## src/core/i2c_flag_regs.vh

```
`ifndef I2C_FLAG_REGS_VH
`define I2C_FLAG_REGS_VH

// ----------------------------------------------------------------
// Reset values
// ----------------------------------------------------------------
`define FLAG_RESET_VAL      1'b0
`define SHIFT_RESET_VAL     8'h00
`define BITCNT_RESET_VAL    4'h0

// ----------------------------------------------------------------
// Frame layout
// ----------------------------------------------------------------
`define FRAME_BITS          4'h8
`define ADDR_MSB            7
`define ADDR_LSB            1
`define DIR_POS             0
`define GENERAL_CALL_ADDR   7'h00
`define DIR_WRITE           1'b0

`endif

```

## src/core/pin_sync_edge.v

```verilog
`timescale 1ns/100ps

// ----------------------------------------------------------------
// Two-stage synchroniser with edge detection
// ----------------------------------------------------------------
module pin_sync_edge (
	input  wire i_clk,
	input  wire i_rst_n,
	input  wire i_pin,
	output reg  o_level,
	output wire o_rise,
	output wire o_fall
);

	reg meta_q;
	reg prev_q;

	always @(posedge i_clk or negedge i_rst_n) begin
		if (!i_rst_n) begin
			meta_q  <= 1'b1;
			o_level <= 1'b1;
			prev_q  <= 1'b1;
		end else begin
			meta_q  <= i_pin;
			o_level <= meta_q;
			prev_q  <= o_level;
		end
	end

	assign o_rise = o_level & ~prev_q;
	assign o_fall = ~o_level & prev_q;

endmodule

```

## src/core/i2c_status_flag_logic.v

```verilog
`timescale 1ns/100ps
`include "i2c_flag_regs.vh"

// How it works
// - Master transmit, bus format: driven SDA differs from pin at SCL rise sets arb flag.
// - Master mode, bus format: driving SDA high while a start is seen sets arb flag.
// - Clocked sync: final bit received while receive-full is 1 sets overrun.
// - Arb/overrun flag clears only on write 0 after reading it as 1.
// - Slave receive: first frame after start matching own address sets flag.
// - Slave receive: general call also sets own-address flag.
// - Own-address flag clears on write 0 after reading it as 1.
// - General-call flag set only in slave receive, bus format, on general call.
// - General-call flag clears on write 0 after reading it as 1.
module i2c_status_flag_logic (
	input  wire       i_clk,
	input  wire       i_rst_n,
	input  wire       i_scl,
	input  wire       i_sda,
	input  wire       i_sda_drive,
	input  wire       i_master,
	input  wire       i_transmit,
	input  wire       i_bus_format,
	input  wire       i_receive_data_full_flag,
	input  wire       i_sync_last_bit,
	input  wire [6:0] i_own_slave_address_field,
	input  wire       i_flag_read,
	input  wire       i_flag_write,
	input  wire       i_wr_arb_lost_or_overrun,
	input  wire       i_wr_own_address_match,
	input  wire       i_wr_general_call_match,
	output reg        o_arb_lost_or_overrun_flag,
	output reg        o_own_address_match_flag,
	output reg        o_general_call_match_flag
);

	// ------------------------------------------------------------
	// Pin synchronisers
	// ------------------------------------------------------------
	wire scl_level;
	wire scl_rise;
	wire sda_level;
	wire sda_rise;
	wire sda_fall;

	pin_sync_edge scl_sync (
		.i_clk   (i_clk),
		.i_rst_n (i_rst_n),
		.i_pin   (i_scl),
		.o_level (scl_level),
		.o_rise  (scl_rise),
		.o_fall  ()
	);

	pin_sync_edge sda_sync (
		.i_clk   (i_clk),
		.i_rst_n (i_rst_n),
		.i_pin   (i_sda),
		.o_level (sda_level),
		.o_rise  (sda_rise),
		.o_fall  (sda_fall)
	);

	// Equal sync depth on both pins keeps start and stop aligned
	wire start_det = sda_fall & scl_level;
	wire stop_det  = sda_rise & scl_level;

	// ------------------------------------------------------------
	// Clear sequence: write 0 after a read that returned 1
	// ------------------------------------------------------------
	function clear_hit;
		input armed;
		input wr;
		input wdata;
		begin
			clear_hit = armed & wr & ~wdata;
		end
	endfunction

	function next_flag;
		input cur;
		input set;
		input clr;
		begin
			// Set beats a simultaneous clear; writing 1 does nothing
			if (set)
				next_flag = 1'b1;
			else if (clr)
				next_flag = 1'b0;
			else
				next_flag = cur;
		end
	endfunction

	function next_arm;
		input cur;
		input flag;
		input rd;
		input wr;
		begin
			if (rd)
				next_arm = flag;
			else if (wr)
				next_arm = 1'b0;
			else
				next_arm = cur;
		end
	endfunction

	// ------------------------------------------------------------
	// First-frame capture after a start
	// ------------------------------------------------------------
	reg [7:0] shift_q;
	reg [3:0] bitcnt_q;
	reg       first_frame_q;

	always @(posedge i_clk or negedge i_rst_n) begin
		if (!i_rst_n) begin
			shift_q       <= `SHIFT_RESET_VAL;
			bitcnt_q      <= `BITCNT_RESET_VAL;
			first_frame_q <= 1'b0;
		end else if (start_det) begin
			shift_q       <= `SHIFT_RESET_VAL;
			bitcnt_q      <= `BITCNT_RESET_VAL;
			first_frame_q <= 1'b1;
		end else if (stop_det) begin
			first_frame_q <= 1'b0;
		end else if (first_frame_q && scl_rise) begin
			shift_q  <= {shift_q[6:0], sda_level};
			bitcnt_q <= bitcnt_q + 4'h1;
			if (bitcnt_q == `FRAME_BITS - 4'h1)
				first_frame_q <= 1'b0;
		end
	end

	wire frame_done = first_frame_q & scl_rise &
		(bitcnt_q == `FRAME_BITS - 4'h1);
	// Bit 0 is read straight off the synchroniser at the eighth rise
	wire [7:0] frame = {shift_q[6:0], sda_level};
	wire slave_rx = ~i_master & ~i_transmit;

	// ------------------------------------------------------------
	// Address decode
	// ------------------------------------------------------------
	wire gc_addr = (frame[`ADDR_MSB:`ADDR_LSB] == `GENERAL_CALL_ADDR) &
		(frame[`DIR_POS] == `DIR_WRITE);
	wire own_addr = frame[`ADDR_MSB:`ADDR_LSB] ==
		i_own_slave_address_field;

	// ------------------------------------------------------------
	// Set conditions
	// ------------------------------------------------------------
	wire set_arb_data = i_master & i_transmit & i_bus_format &
		scl_rise & (i_sda_drive != sda_level);
	wire set_arb_start = i_master & i_bus_format & start_det &
		i_sda_drive;
	wire set_overrun = ~i_bus_format & i_sync_last_bit &
		i_receive_data_full_flag;
	wire set_arb = set_arb_data | set_arb_start | set_overrun;
	wire set_own = frame_done & slave_rx &
		(own_addr | gc_addr);
	wire set_gc = frame_done & slave_rx & i_bus_format &
		gc_addr;

	// ------------------------------------------------------------
	// Flags and read arming
	// ------------------------------------------------------------
	reg arm_arb_q;
	reg arm_own_q;
	reg arm_gc_q;

	wire clr_arb = clear_hit(arm_arb_q, i_flag_write,
		i_wr_arb_lost_or_overrun);
	wire clr_own = clear_hit(arm_own_q, i_flag_write,
		i_wr_own_address_match);
	wire clr_gc = clear_hit(arm_gc_q, i_flag_write,
		i_wr_general_call_match);

	// ------------------------------------------------------------
	// Next flag and arm values
	// ------------------------------------------------------------
	reg arb_d;
	reg own_d;
	reg gc_d;
	reg arm_arb_d;
	reg arm_own_d;
	reg arm_gc_d;

	always @* begin
		arb_d     = next_flag(o_arb_lost_or_overrun_flag, set_arb,
			clr_arb);
		own_d     = next_flag(o_own_address_match_flag, set_own,
			clr_own);
		gc_d      = next_flag(o_general_call_match_flag, set_gc,
			clr_gc);
		// A read arms the clear only for a flag it saw as 1
		arm_arb_d = next_arm(arm_arb_q, o_arb_lost_or_overrun_flag,
			i_flag_read, i_flag_write);
		arm_own_d = next_arm(arm_own_q, o_own_address_match_flag,
			i_flag_read, i_flag_write);
		arm_gc_d  = next_arm(arm_gc_q, o_general_call_match_flag,
			i_flag_read, i_flag_write);
	end

	always @(posedge i_clk or negedge i_rst_n) begin
		if (!i_rst_n) begin
			o_arb_lost_or_overrun_flag <= `FLAG_RESET_VAL;
			o_own_address_match_flag   <= `FLAG_RESET_VAL;
			o_general_call_match_flag  <= `FLAG_RESET_VAL;
			arm_arb_q                  <= 1'b0;
			arm_own_q                  <= 1'b0;
			arm_gc_q                   <= 1'b0;
		end else begin
			o_arb_lost_or_overrun_flag <= arb_d;
			o_own_address_match_flag   <= own_d;
			o_general_call_match_flag  <= gc_d;
			arm_arb_q                  <= arm_arb_d;
			arm_own_q                  <= arm_own_d;
			arm_gc_q                   <= arm_gc_d;
		end
	end

endmodule

```

## config.mk

```make
export PLATFORM = sky130hd
export DESIGN_NAME = i2c_status_flag_logic
export DESIGN_NICKNAME = d
export VERILOG_FILES = /design/src/core/pin_sync_edge.v /design/src/core/i2c_status_flag_logic.v
export VERILOG_INCLUDE_DIRS = /design/src /design/src/core
export SDC_FILE = /design/constraint.sdc
export NUM_CORES = 1
export LEC_CHECK = 0
export ABC_AREA = 1
export BUFFER_PORTS_ARGS = -buffer_cell sky130_fd_sc_hd__buf_2
export CAP_MARGIN = 0
export CORE_UTILIZATION = 25
export CTS_CLUSTER_DIAMETER = 60
export DETAILED_ROUTE_END_ITERATION = 10
export PLACE_DENSITY_LB_ADDON = 0.15
export RECOVER_POWER = 25
export SETUP_SLACK_MARGIN = 0.3
export SLEW_MARGIN = 40
export SYNTH_ARGS = -nofsm -noshare
export SYNTH_HDL_FRONTEND = slang
export SYNTH_SLANG_ARGS = --single-unit
```

## constraint.sdc

```tcl
create_clock -name i_clk -period 2.9 [get_ports i_clk]
set_clock_uncertainty 0.05 [all_clocks]
set_input_delay 0.29 -clock i_clk [delete_from_list [all_inputs] [get_ports i_clk]]
set_output_delay 0.29 -clock i_clk [all_outputs]
set_load 0.005 [all_outputs]
```

# Yosys cells after proc, flatten, opt, wreduce, memory -nomap -nowiden
# Index checks and enable logic that the tools add are counted.
word_totals:
  reg_bits: 24
  latch_bits: 0
  mem_bits_rw: 0
  mem_bits_ro: 0
  in_bits: 22
  n_memories: 0
classes:
  add_sub_neg: 1
  multipliers: 0
  div: 0
  magnitude_cmp: 0
  n_eq_ne: 4
  shifts: 0
  mux: 20
  bitwise_logic: 40
  reduce_logical: 11
op_table:
  columns: ["cell", "count"]
  rows:
  - ["1-bit AND", 28]
  - ["7-bit two-way mux", 3]
  - ["1-bit two-way mux", 14]
  - ["4-bit two-way mux", 3]
  - ["2-bit nonzero test", 5]
  - ["1-bit inverter", 9]
  - ["7-bit equality test", 1]
  - ["7-bit zero test", 1]
  - ["3-bit nonzero test", 2]
  - ["4-bit by 1-bit adder with 4-bit output, second input constant", 1]
  - ["4-bit by 3-bit equality test with 1-bit output, second input constant", 1]
  - ["2-bit AND reduction", 2]
  - ["1-bit OR", 3]
  - ["2-bit inequality test, second input constant", 1]
  - ["1-bit logical AND", 1]
  - ["1-bit inequality test", 1]

# Logic depth before layout (Yosys ltp)
# Gate-level depths: netlist (run 1).
logic_depth:
  depth_word: 8
  depth_mapped: 7
  depth_no_buf: 7

# Hierarchy
# From an unflattened synthesis (run 1), not the netlist that was laid out.
unflattened:
  cells_unflattened: 146
  hier_area_um2: 1242.4
modules_own_cells:
  columns: ["module", "instances", "cells_each", "area_per_inst_um2"]
  rows:
  - ["i2c_status_flag_logic", 1, 132, 1054.8]
  - ["pin_sync_edge", 2, 7, 93.8]

# Worst setup path before layout (run 1)
# No wires, ideal clock.
synth_timing:
  kind: "flip-flop to flip-flop"
  startpoint: "register scl_sync.o_level"
  endpoint: "register shift_q[0]"
  setup_ns: 0.118
  arrival_ns: 1.061
  t_required_ns: 2.732
  slack_ns: 1.671
  path_stages_with_launch: 7
  cell_sequence: "dfstp_2 > nand3_1 > nand2_2 > nand2_4 > buf_12 > nand2_2 > o21ai_2"
synth_via:
  elab_chain_cells: 4
synth_rtl:
  columns: ["element", "line", "text"]
  rows:
  - ["start: declaration", "pin_sync_edge.v:10", "output reg o_level,"]
  - ["start signal: assignment", "pin_sync_edge.v:25", "o_level <= meta_q;"]
  - ["1-bit AND", "pin_sync_edge.v:30", "assign o_rise = o_level & ~prev_q;"]
  - ["1-bit logical AND", "i2c_status_flag_logic.v:127", "end else if (first_frame_q && scl_rise) begin"]
  - ["2-bit nonzero test (no line)", null, null]
  - ["2-bit AND reduction (no line)", null, null]
  - ["end signal: assignment", "i2c_status_flag_logic.v:118", "shift_q <= `SHIFT_RESET_VAL;"]
  - ["end signal: assignment", "i2c_status_flag_logic.v:122", "shift_q <= `SHIFT_RESET_VAL;"]
  - ["end signal: assignment", "i2c_status_flag_logic.v:128", "shift_q <= {shift_q[6:0], sda_level};"]
  - ["end: declaration", "i2c_status_flag_logic.v:112", "reg [7:0] shift_q;"]
# Several ways; a longest one is shown, not always the timed one.
# A chain may end at the register's enable or synchronous reset.

==> results.py, run 1 <==
metrics = {
    "power": {
        "peakVddDrop_v": 0.000180,
        "powerDensity_nw_per_um2": 670,
        "leakage_nw": 0.700,
    },
    "floorplan": {
        "die_x_um": 71.3,
        "die_h_um": 71.3,
        "core-area_um2": 4470,
        "die_area_um2": 5090,
        "start_util": 0.268,
        "ios": 25,
        "rows": 24,
    },
    "global_routing": {
        "track_usage": 0.107,
        "grt_max_degree": 25,
        "overflow": 0,
        "grt_pass1_wl_um": 4200,
        "antenna_found_initial": 0,
        "first_global_vias": 921,
    },
    "cts": {
        "post_cts_buffers": 0,
        "cts-resized-gates": 0,
        "cts_hold_buffers": 1,
        "cts_made_buffers": 3,
        "clk_pin_slew_worst_paths_ns": 0.08,
        "cts.path.max_buffers": 2,
        "cts_tree": "built",
        "insertion_delay_ns": 0.27,
        "clock_sinks": 24,
        "cts-root-buf": "clkbuf_8",
        "h-tree-depth": 1,
    },
    "logic_synthesis": {
        "netlist_area_um2": 1200,
        "synthTopCellsByCount": "nand2_1 (31), dfrtp_1 (18), inv_1 (13)",
        "syn_inst": 133,
        "synthArstFlopShare": 1.00,
        "ys_warn_count": 0,
        "yosysSeqAreaShare": 0.506,
        "synth.top_cell.area_share": 0.375,
        "synth_area_leaders": "dfrtp_1 (38%), dfstp_2 (13%), nand2_1 (9.7%), o21ai_2 (5.1%), nand2_2 (4.7%)",
        "synth_cell_types": 26,
        "syn_nets": 156,
        "avgSynthCellArea_um2": 9.03,
        "synth-seq-cells": 24,
        "yosys.area.top_type": "dfrtp_1",
        "synth_flop_cell": "dfrtp_1",
        "yosys.cell_count.top_type": "nand2_1",
        "synth_edf_count": 0,
    },
    "finish": {
        "reg_top3": "shift_q (7), bitcnt_q (4)",
        "largest_reg_flops": 7,
        "n_antenna_cell": 0,
        "syn2layout_area_growth_pct": 18.4,
        "fin_nets": 184,
        "post-route-util": 0.318,
        "regMostFlops": "shift_q",
        "n_fill_cell": 460,
        "drive_gt1_frac": 0.331,
    },
    "detailed_routing": {
        "top_layer": "met4",
        "drcViolationCount": 1,
        "vias": 930,
        "ant_nets": 0,
        "drtPass1Iterations": 7,
        "wire_per_inst_um": 11.6,
        "drt_iter0_markers": 27,
        "vias_per_cell": 4.39,
        "met1_length_um": 1120,
        "met3_length_um": 101,
        "wl_met2_um": 1200,
        "routed_wl_um": 2450,
    },
    "setup_path": {
        "critPathBufInv": 2,
        "critPathMaxStageDelay_ns": 0.97,
        "crit_cells": 2,
        "slowest_stage": "clkbuf_1",
        "critPathLaunchType": "primary input",
        "end_kind": "asynchronous set/reset pin",
        "cp_top_family": "buffers and inverters",
        "rr_worst_depth": 6,
        "worst-path-max-fanout": 24,
        "critPathRequiredTime_ns": 3.02,
        "cp.arrival_ns": 1.80,
        "critPathKind": "primary input to asynchronous set/reset pin",
        "worstPathCellList": "dlygate4sd3_1 -> clkbuf_1",
    },
    "run_status": {
        "status": "finished, violations left",
        "violations": "design-rule violations",
    },
    "timing": {
        "post-route-period-util": 0.579,
        "setup_slack_ns": 1.22,
        "min_period_ns": 1.68,
        "drv_slew": 0,
        "finalSetupTns_ns": 0,
        "tightest_slew_ns": 1.33,
        "max_freq_ghz": 0.595,
        "hold_viol_final": 0,
        "grt_setup_unrepaired": "no",
        "setup_viol": 0,
        "relSlewSlack": 0.111,
    },
    "place": {
        "pre_cts_slack_ns": 1.31,
        "dp_hpwl_um": 1870,
        "io_buffers": 24,
        "gp_congestion": 0.715,
    },
    "run": {
        "maxCapViolations": 0,
    },
    "hold_path": {
        "worstHoldPathType": "primary input to flop",
        "hold_path_depth": 1,
    },
}
==> per-stage QoR <==
| stage | std cells | hold slack [ns] | power [mW] | area (um^2) |
|---|---|---|---|---|
| 3_3_place_gp | 207 | 0.268 | 0.728 | 1360 |
| 3_5_place_dp | 207 | 0.272 | 0.733 | 1360 |
| 6_report | 212 | 0.0645 | 0.953 | 1420 |
| 2_1_floorplan | 133 | -0.0556 | 0.658 | 1200 |
| 5_1_grt | 212 | 0.0467 | 1.03 | 1420 |
| 4_1_cts | 212 | 0.0522 | 0.970 | 1420 |
==> metal layers <==
metal  vias to the layer above  track usage
li1                        483            -
met1                       428        0.137
met2                        15        0.171
met3                         4       0.0281
met4                         0       0.0467
met5                         -            0
==> final cells by class <==
cell class / count / area (um^2) / area share
Sequential cell: 24 / 608 / 0.427
Clock buffer: 4 / 55.1 / 0.0387
Tap cell: 52 / 65.1 / 0.0457
Timing Repair Buffer: 25 / 129 / 0.0906
Multi-Input combinational cell: 92 / 507 / 0.356
Inverter: 15 / 58.8 / 0.0413
==> cell usage in the layout (no fill, tap or decap) <==
| master | n |
|---|---|
| dfrtp_1 | 18 |
| or2_2 | 1 |
| ha_1 | 1 |
| inv_2 | 1 |
| nand3_1 | 11 |
| nand2_2 | 9 |
| a21oi_1 | 1 |
| nor2_4 | 1 |
| o21ai_2 | 7 |
| nand3_2 | 1 |
| nand2_4 | 1 |
| o21ai_0 | 3 |
| dfstp_1 | 2 |
| xor2_1 | 1 |
| nand4_1 | 3 |
| nand2_1 | 31 |
| o211ai_1 | 2 |
| nor2_1 | 10 |
| buf_2 | 23 |
| dlygate4sd3_1 | 1 |
| a31oi_1 | 1 |
| inv_4 | 1 |
| o31ai_1 | 2 |
| dfstp_2 | 4 |
| clkbuf_8 | 4 |
| xnor2_1 | 4 |
| o21ai_1 | 2 |
| inv_1 | 13 |
| clkbuf_1 | 1 |
==> final timing paths <==
check                                  from                to  slack [ns]
hold reg to reg             sda_sync.meta_q  sda_sync.o_level        0.31
hold / removal                        i_sda   sda_sync.meta_q        0.06
max in group i_clk         scl_sync.o_level       bitcnt_q[0]        1.25
setup / recovery                    i_rst_n     first_frame_q        1.22
setup reg to reg           scl_sync.o_level       bitcnt_q[0]        1.25
min in group asynchronous           i_rst_n        shift_q[4]        0.79
==> kinds of logic after synthesis <==
logic type	after synthesis	share of synthesized area
adder cells (fa/ha/maj)	1	0.0104
XOR/XNOR	5	0.0365
buffers and inverters	17	0.0719
AND/OR/NAND/NOR	68	0.269
flip-flops	24	0.506
AO/OA/AOI/OAI	18	0.106
==> power breakdown <==
part | leakage [nW] | internal (mW) | switching, mW | total [mW]
clock | 0.0288 | 0.121 | 0.110 | 0.231
sequential | 0.295 | 0.406 | 0.0772 | 0.484
combinational | 0.376 | 0.112 | 0.127 | 0.238
total | 0.700 | 0.639 | 0.314 | 0.953
Power figures use the tool's default switching activity.
==> run 2: changes to the inputs <==
==> constraint.sdc (replaced) <==
create_clock -name i_clk -period 1.45 [get_ports i_clk]
set_clock_uncertainty 0.05 [all_clocks]
set_input_delay 0.145 -clock i_clk [delete_from_list [all_inputs] [get_ports i_clk]]
set_output_delay 0.145 -clock i_clk [all_outputs]
set_load 0.005 [all_outputs]
==> run 2 against run 1 <==
- the run still ends with design-rule violations left
- combinational power grew to 2.6 times the previous value
- register-to-register slack lost 1.1 ns
- sequential cell count is the same
- critical path type is now flop to flop
- largest cell class unchanged
==> results.py, run 2 (synthesized netlist as in run 1, its figures left out) <==
metrics = {
    "run_status": {
        "status": "finished, violations left",
        "violations": "design-rule violations",
    },
    "detailed_routing": {
        "vias_per_cell": 4.46,
        "drtPass1Iterations": 7,
        "wire_per_inst_um": 12.0,
        "drt_iter0_markers": 25,
        "drcViolationCount": 1,
        "top_layer": "met4",
        "met3_length_um": 79,
        "met1_length_um": 1180,
        "ant_nets": 0,
        "routed_wl_um": 2670,
        "wl_met2_um": 1380,
        "vias": 994,
    },
    "global_routing": {
        "first_global_vias": 1019,
        "track_usage": 0.113,
        "grt_pass1_wl_um": 4460,
        "antenna_found_initial": 0,
        "grt_max_degree": 25,
        "overflow": 0,
    },
    "timing": {
        "whs_ns": 0.0440,
        "hold_viol_final": 0,
        "max_freq_ghz": 0.777,
        "post-route-period-util": 0.888,
        "grt_setup_unrepaired": "yes",
        "finalSetupTns_ns": 0,
        "drv_slew": 0,
        "setup_viol": 0,
        "tightest_slew_ns": 0.617,
        "min_period_ns": 1.29,
        "relSlewSlack": 0.589,
        "setup_slack_ns": 0.163,
    },
    "floorplan": {
        "ios": 25,
        "core-area_um2": 4470,
        "start_util": 0.268,
        "die_x_um": 71.3,
        "die_area_um2": 5090,
        "rows": 24,
        "die_h_um": 71.3,
    },
    "setup_path": {
        "rr_worst_depth": 6,
        "critPathRequiredTime_ns": 1.59,
        "r2r-start": "scl_sync.o_level",
        "worst-path-max-fanout": 3,
        "critPathKind": "flop to flop",
        "critPathLaunchType": "flop",
        "end_kind": "flop",
        "regToRegSetupSlack_ns": 0.16,
        "cp.arrival_ns": 1.42,
        "r2r-end": "o_arb_lost_or_overrun_flag",
    },
    "finish": {
        "n_antenna_cell": 0,
        "largest_reg_flops": 7,
        "layout_commonest_cell": "nand2_1",
        "syn2layout_area_growth_pct": 35.3,
        "regMostFlops": "shift_q",
        "finalNonFillerCells": 223,
        "drive_gt1_frac": 0.439,
        "fin_nets": 195,
        "post-route-util": 0.363,
        "reg_top3": "shift_q (7), bitcnt_q (4)",
        "mostFrequentLayoutCells": "nand2_1 (29), buf_2 (23), dfrtp_1 (18)",
    },
    "power": {
        "p_int_mw": 1.36,
        "peakVddDrop_v": 0.000555,
        "powerDensity_nw_per_um2": 1260,
        "power.share.sequential": 0.476,
        "p_comb_frac": 0.300,
        "swShare": 0.335,
        "leakage_nw": 0.780,
        "switchingPower_mw": 0.684,
        "clockPowerShare": 0.224,
    },
    "cts": {
        "clock_sinks": 24,
        "cts_tree": "built",
        "cts_made_buffers": 3,
        "cts-root-buf": "clkbuf_8",
        "cts.path.max_buffers": 2,
        "insertion_delay_ns": 0.27,
        "clk_pin_slew_worst_paths_ns": 0.09,
        "h-tree-depth": 1,
    },
    "place": {
        "io_buffers": 24,
        "gp_congestion": 0.732,
        "dp_hpwl_um": 1870,
        "dp_cells": 210,
        "pre_cts_slack_ns": 0.0924,
    },
    "hold_path": {
        "hold_path_depth": 2,
        "min_from": "i_flag_write",
        "worstHoldPathType": "primary input to flop",
        "min_to": "arm_gc_q",
    },
    "run": {
        "maxCapViolations": 0,
    },
}
## run 2: layout make-up
cell class,instances,area (um^2)
fillers,466,2850
flip-flops and latches,24,608
multi-input cells,93,608
repair buffers,35,225
well taps,52,65.1
inverters,15,63.8
clock buffers,4,55.1
## run 2: per-layer routing
metal  vias to the layer above  GRT usage
met3                         4     0.0352
met5                         -          0
met1                       467      0.131
met4                         0     0.0333
met2                        13      0.201
li1                        510          -
## run 2: worst max path at each step
stage,from,to,depth (start not counted)
2_1_floorplan,scl_sync.o_level,shift_q[0],6
3_3_place_gp,scl_sync.o_level,shift_q[6],6
3_5_place_dp,scl_sync.o_level,shift_q[6],6
4_1_cts,scl_sync.o_level,shift_q[6],6
5_1_grt,scl_sync.o_level,o_arb_lost_or_overrun_flag,6
6_report,scl_sync.o_level,o_arb_lost_or_overrun_flag,6
## run 2: timing repair
item,CTS,global route
endpoints found under the setup margin,13,15
pin swaps,4,9
resized for setup,11,11
hold buffers,3,0
setup buffers,3,2
cloned,1,0
endpoints found under the hold margin,20,0
## run 2: critical path: stages (launching register included)
cell	delay, ns
dfstp_2	0.61
buf_6	0.13
buf_4	0.11
nand3_2	0.07
nand2_1	0.07
o211ai_1	0.09
o211ai_1	0.09
## run 2: through the flow
stage               power [mW]  area (um^2)
floorplan                 1.32         1220
global placement          1.47         1400
detailed placement        1.49         1400
CTS                       2.02         1560
global route              2.20         1630
finish                    2.04         1630
## run 2: power by group through the flow
stage	registers, mW	logic (mW)	clock network (mW)
4_1_cts	0.956	0.579	0.482
2_1_floorplan	0.947	0.375	0
3_3_place_gp	0.970	0.504	0
3_5_place_dp	0.972	0.519	0
5_1_grt	0.999	0.692	0.514
6_report	0.971	0.613	0.457
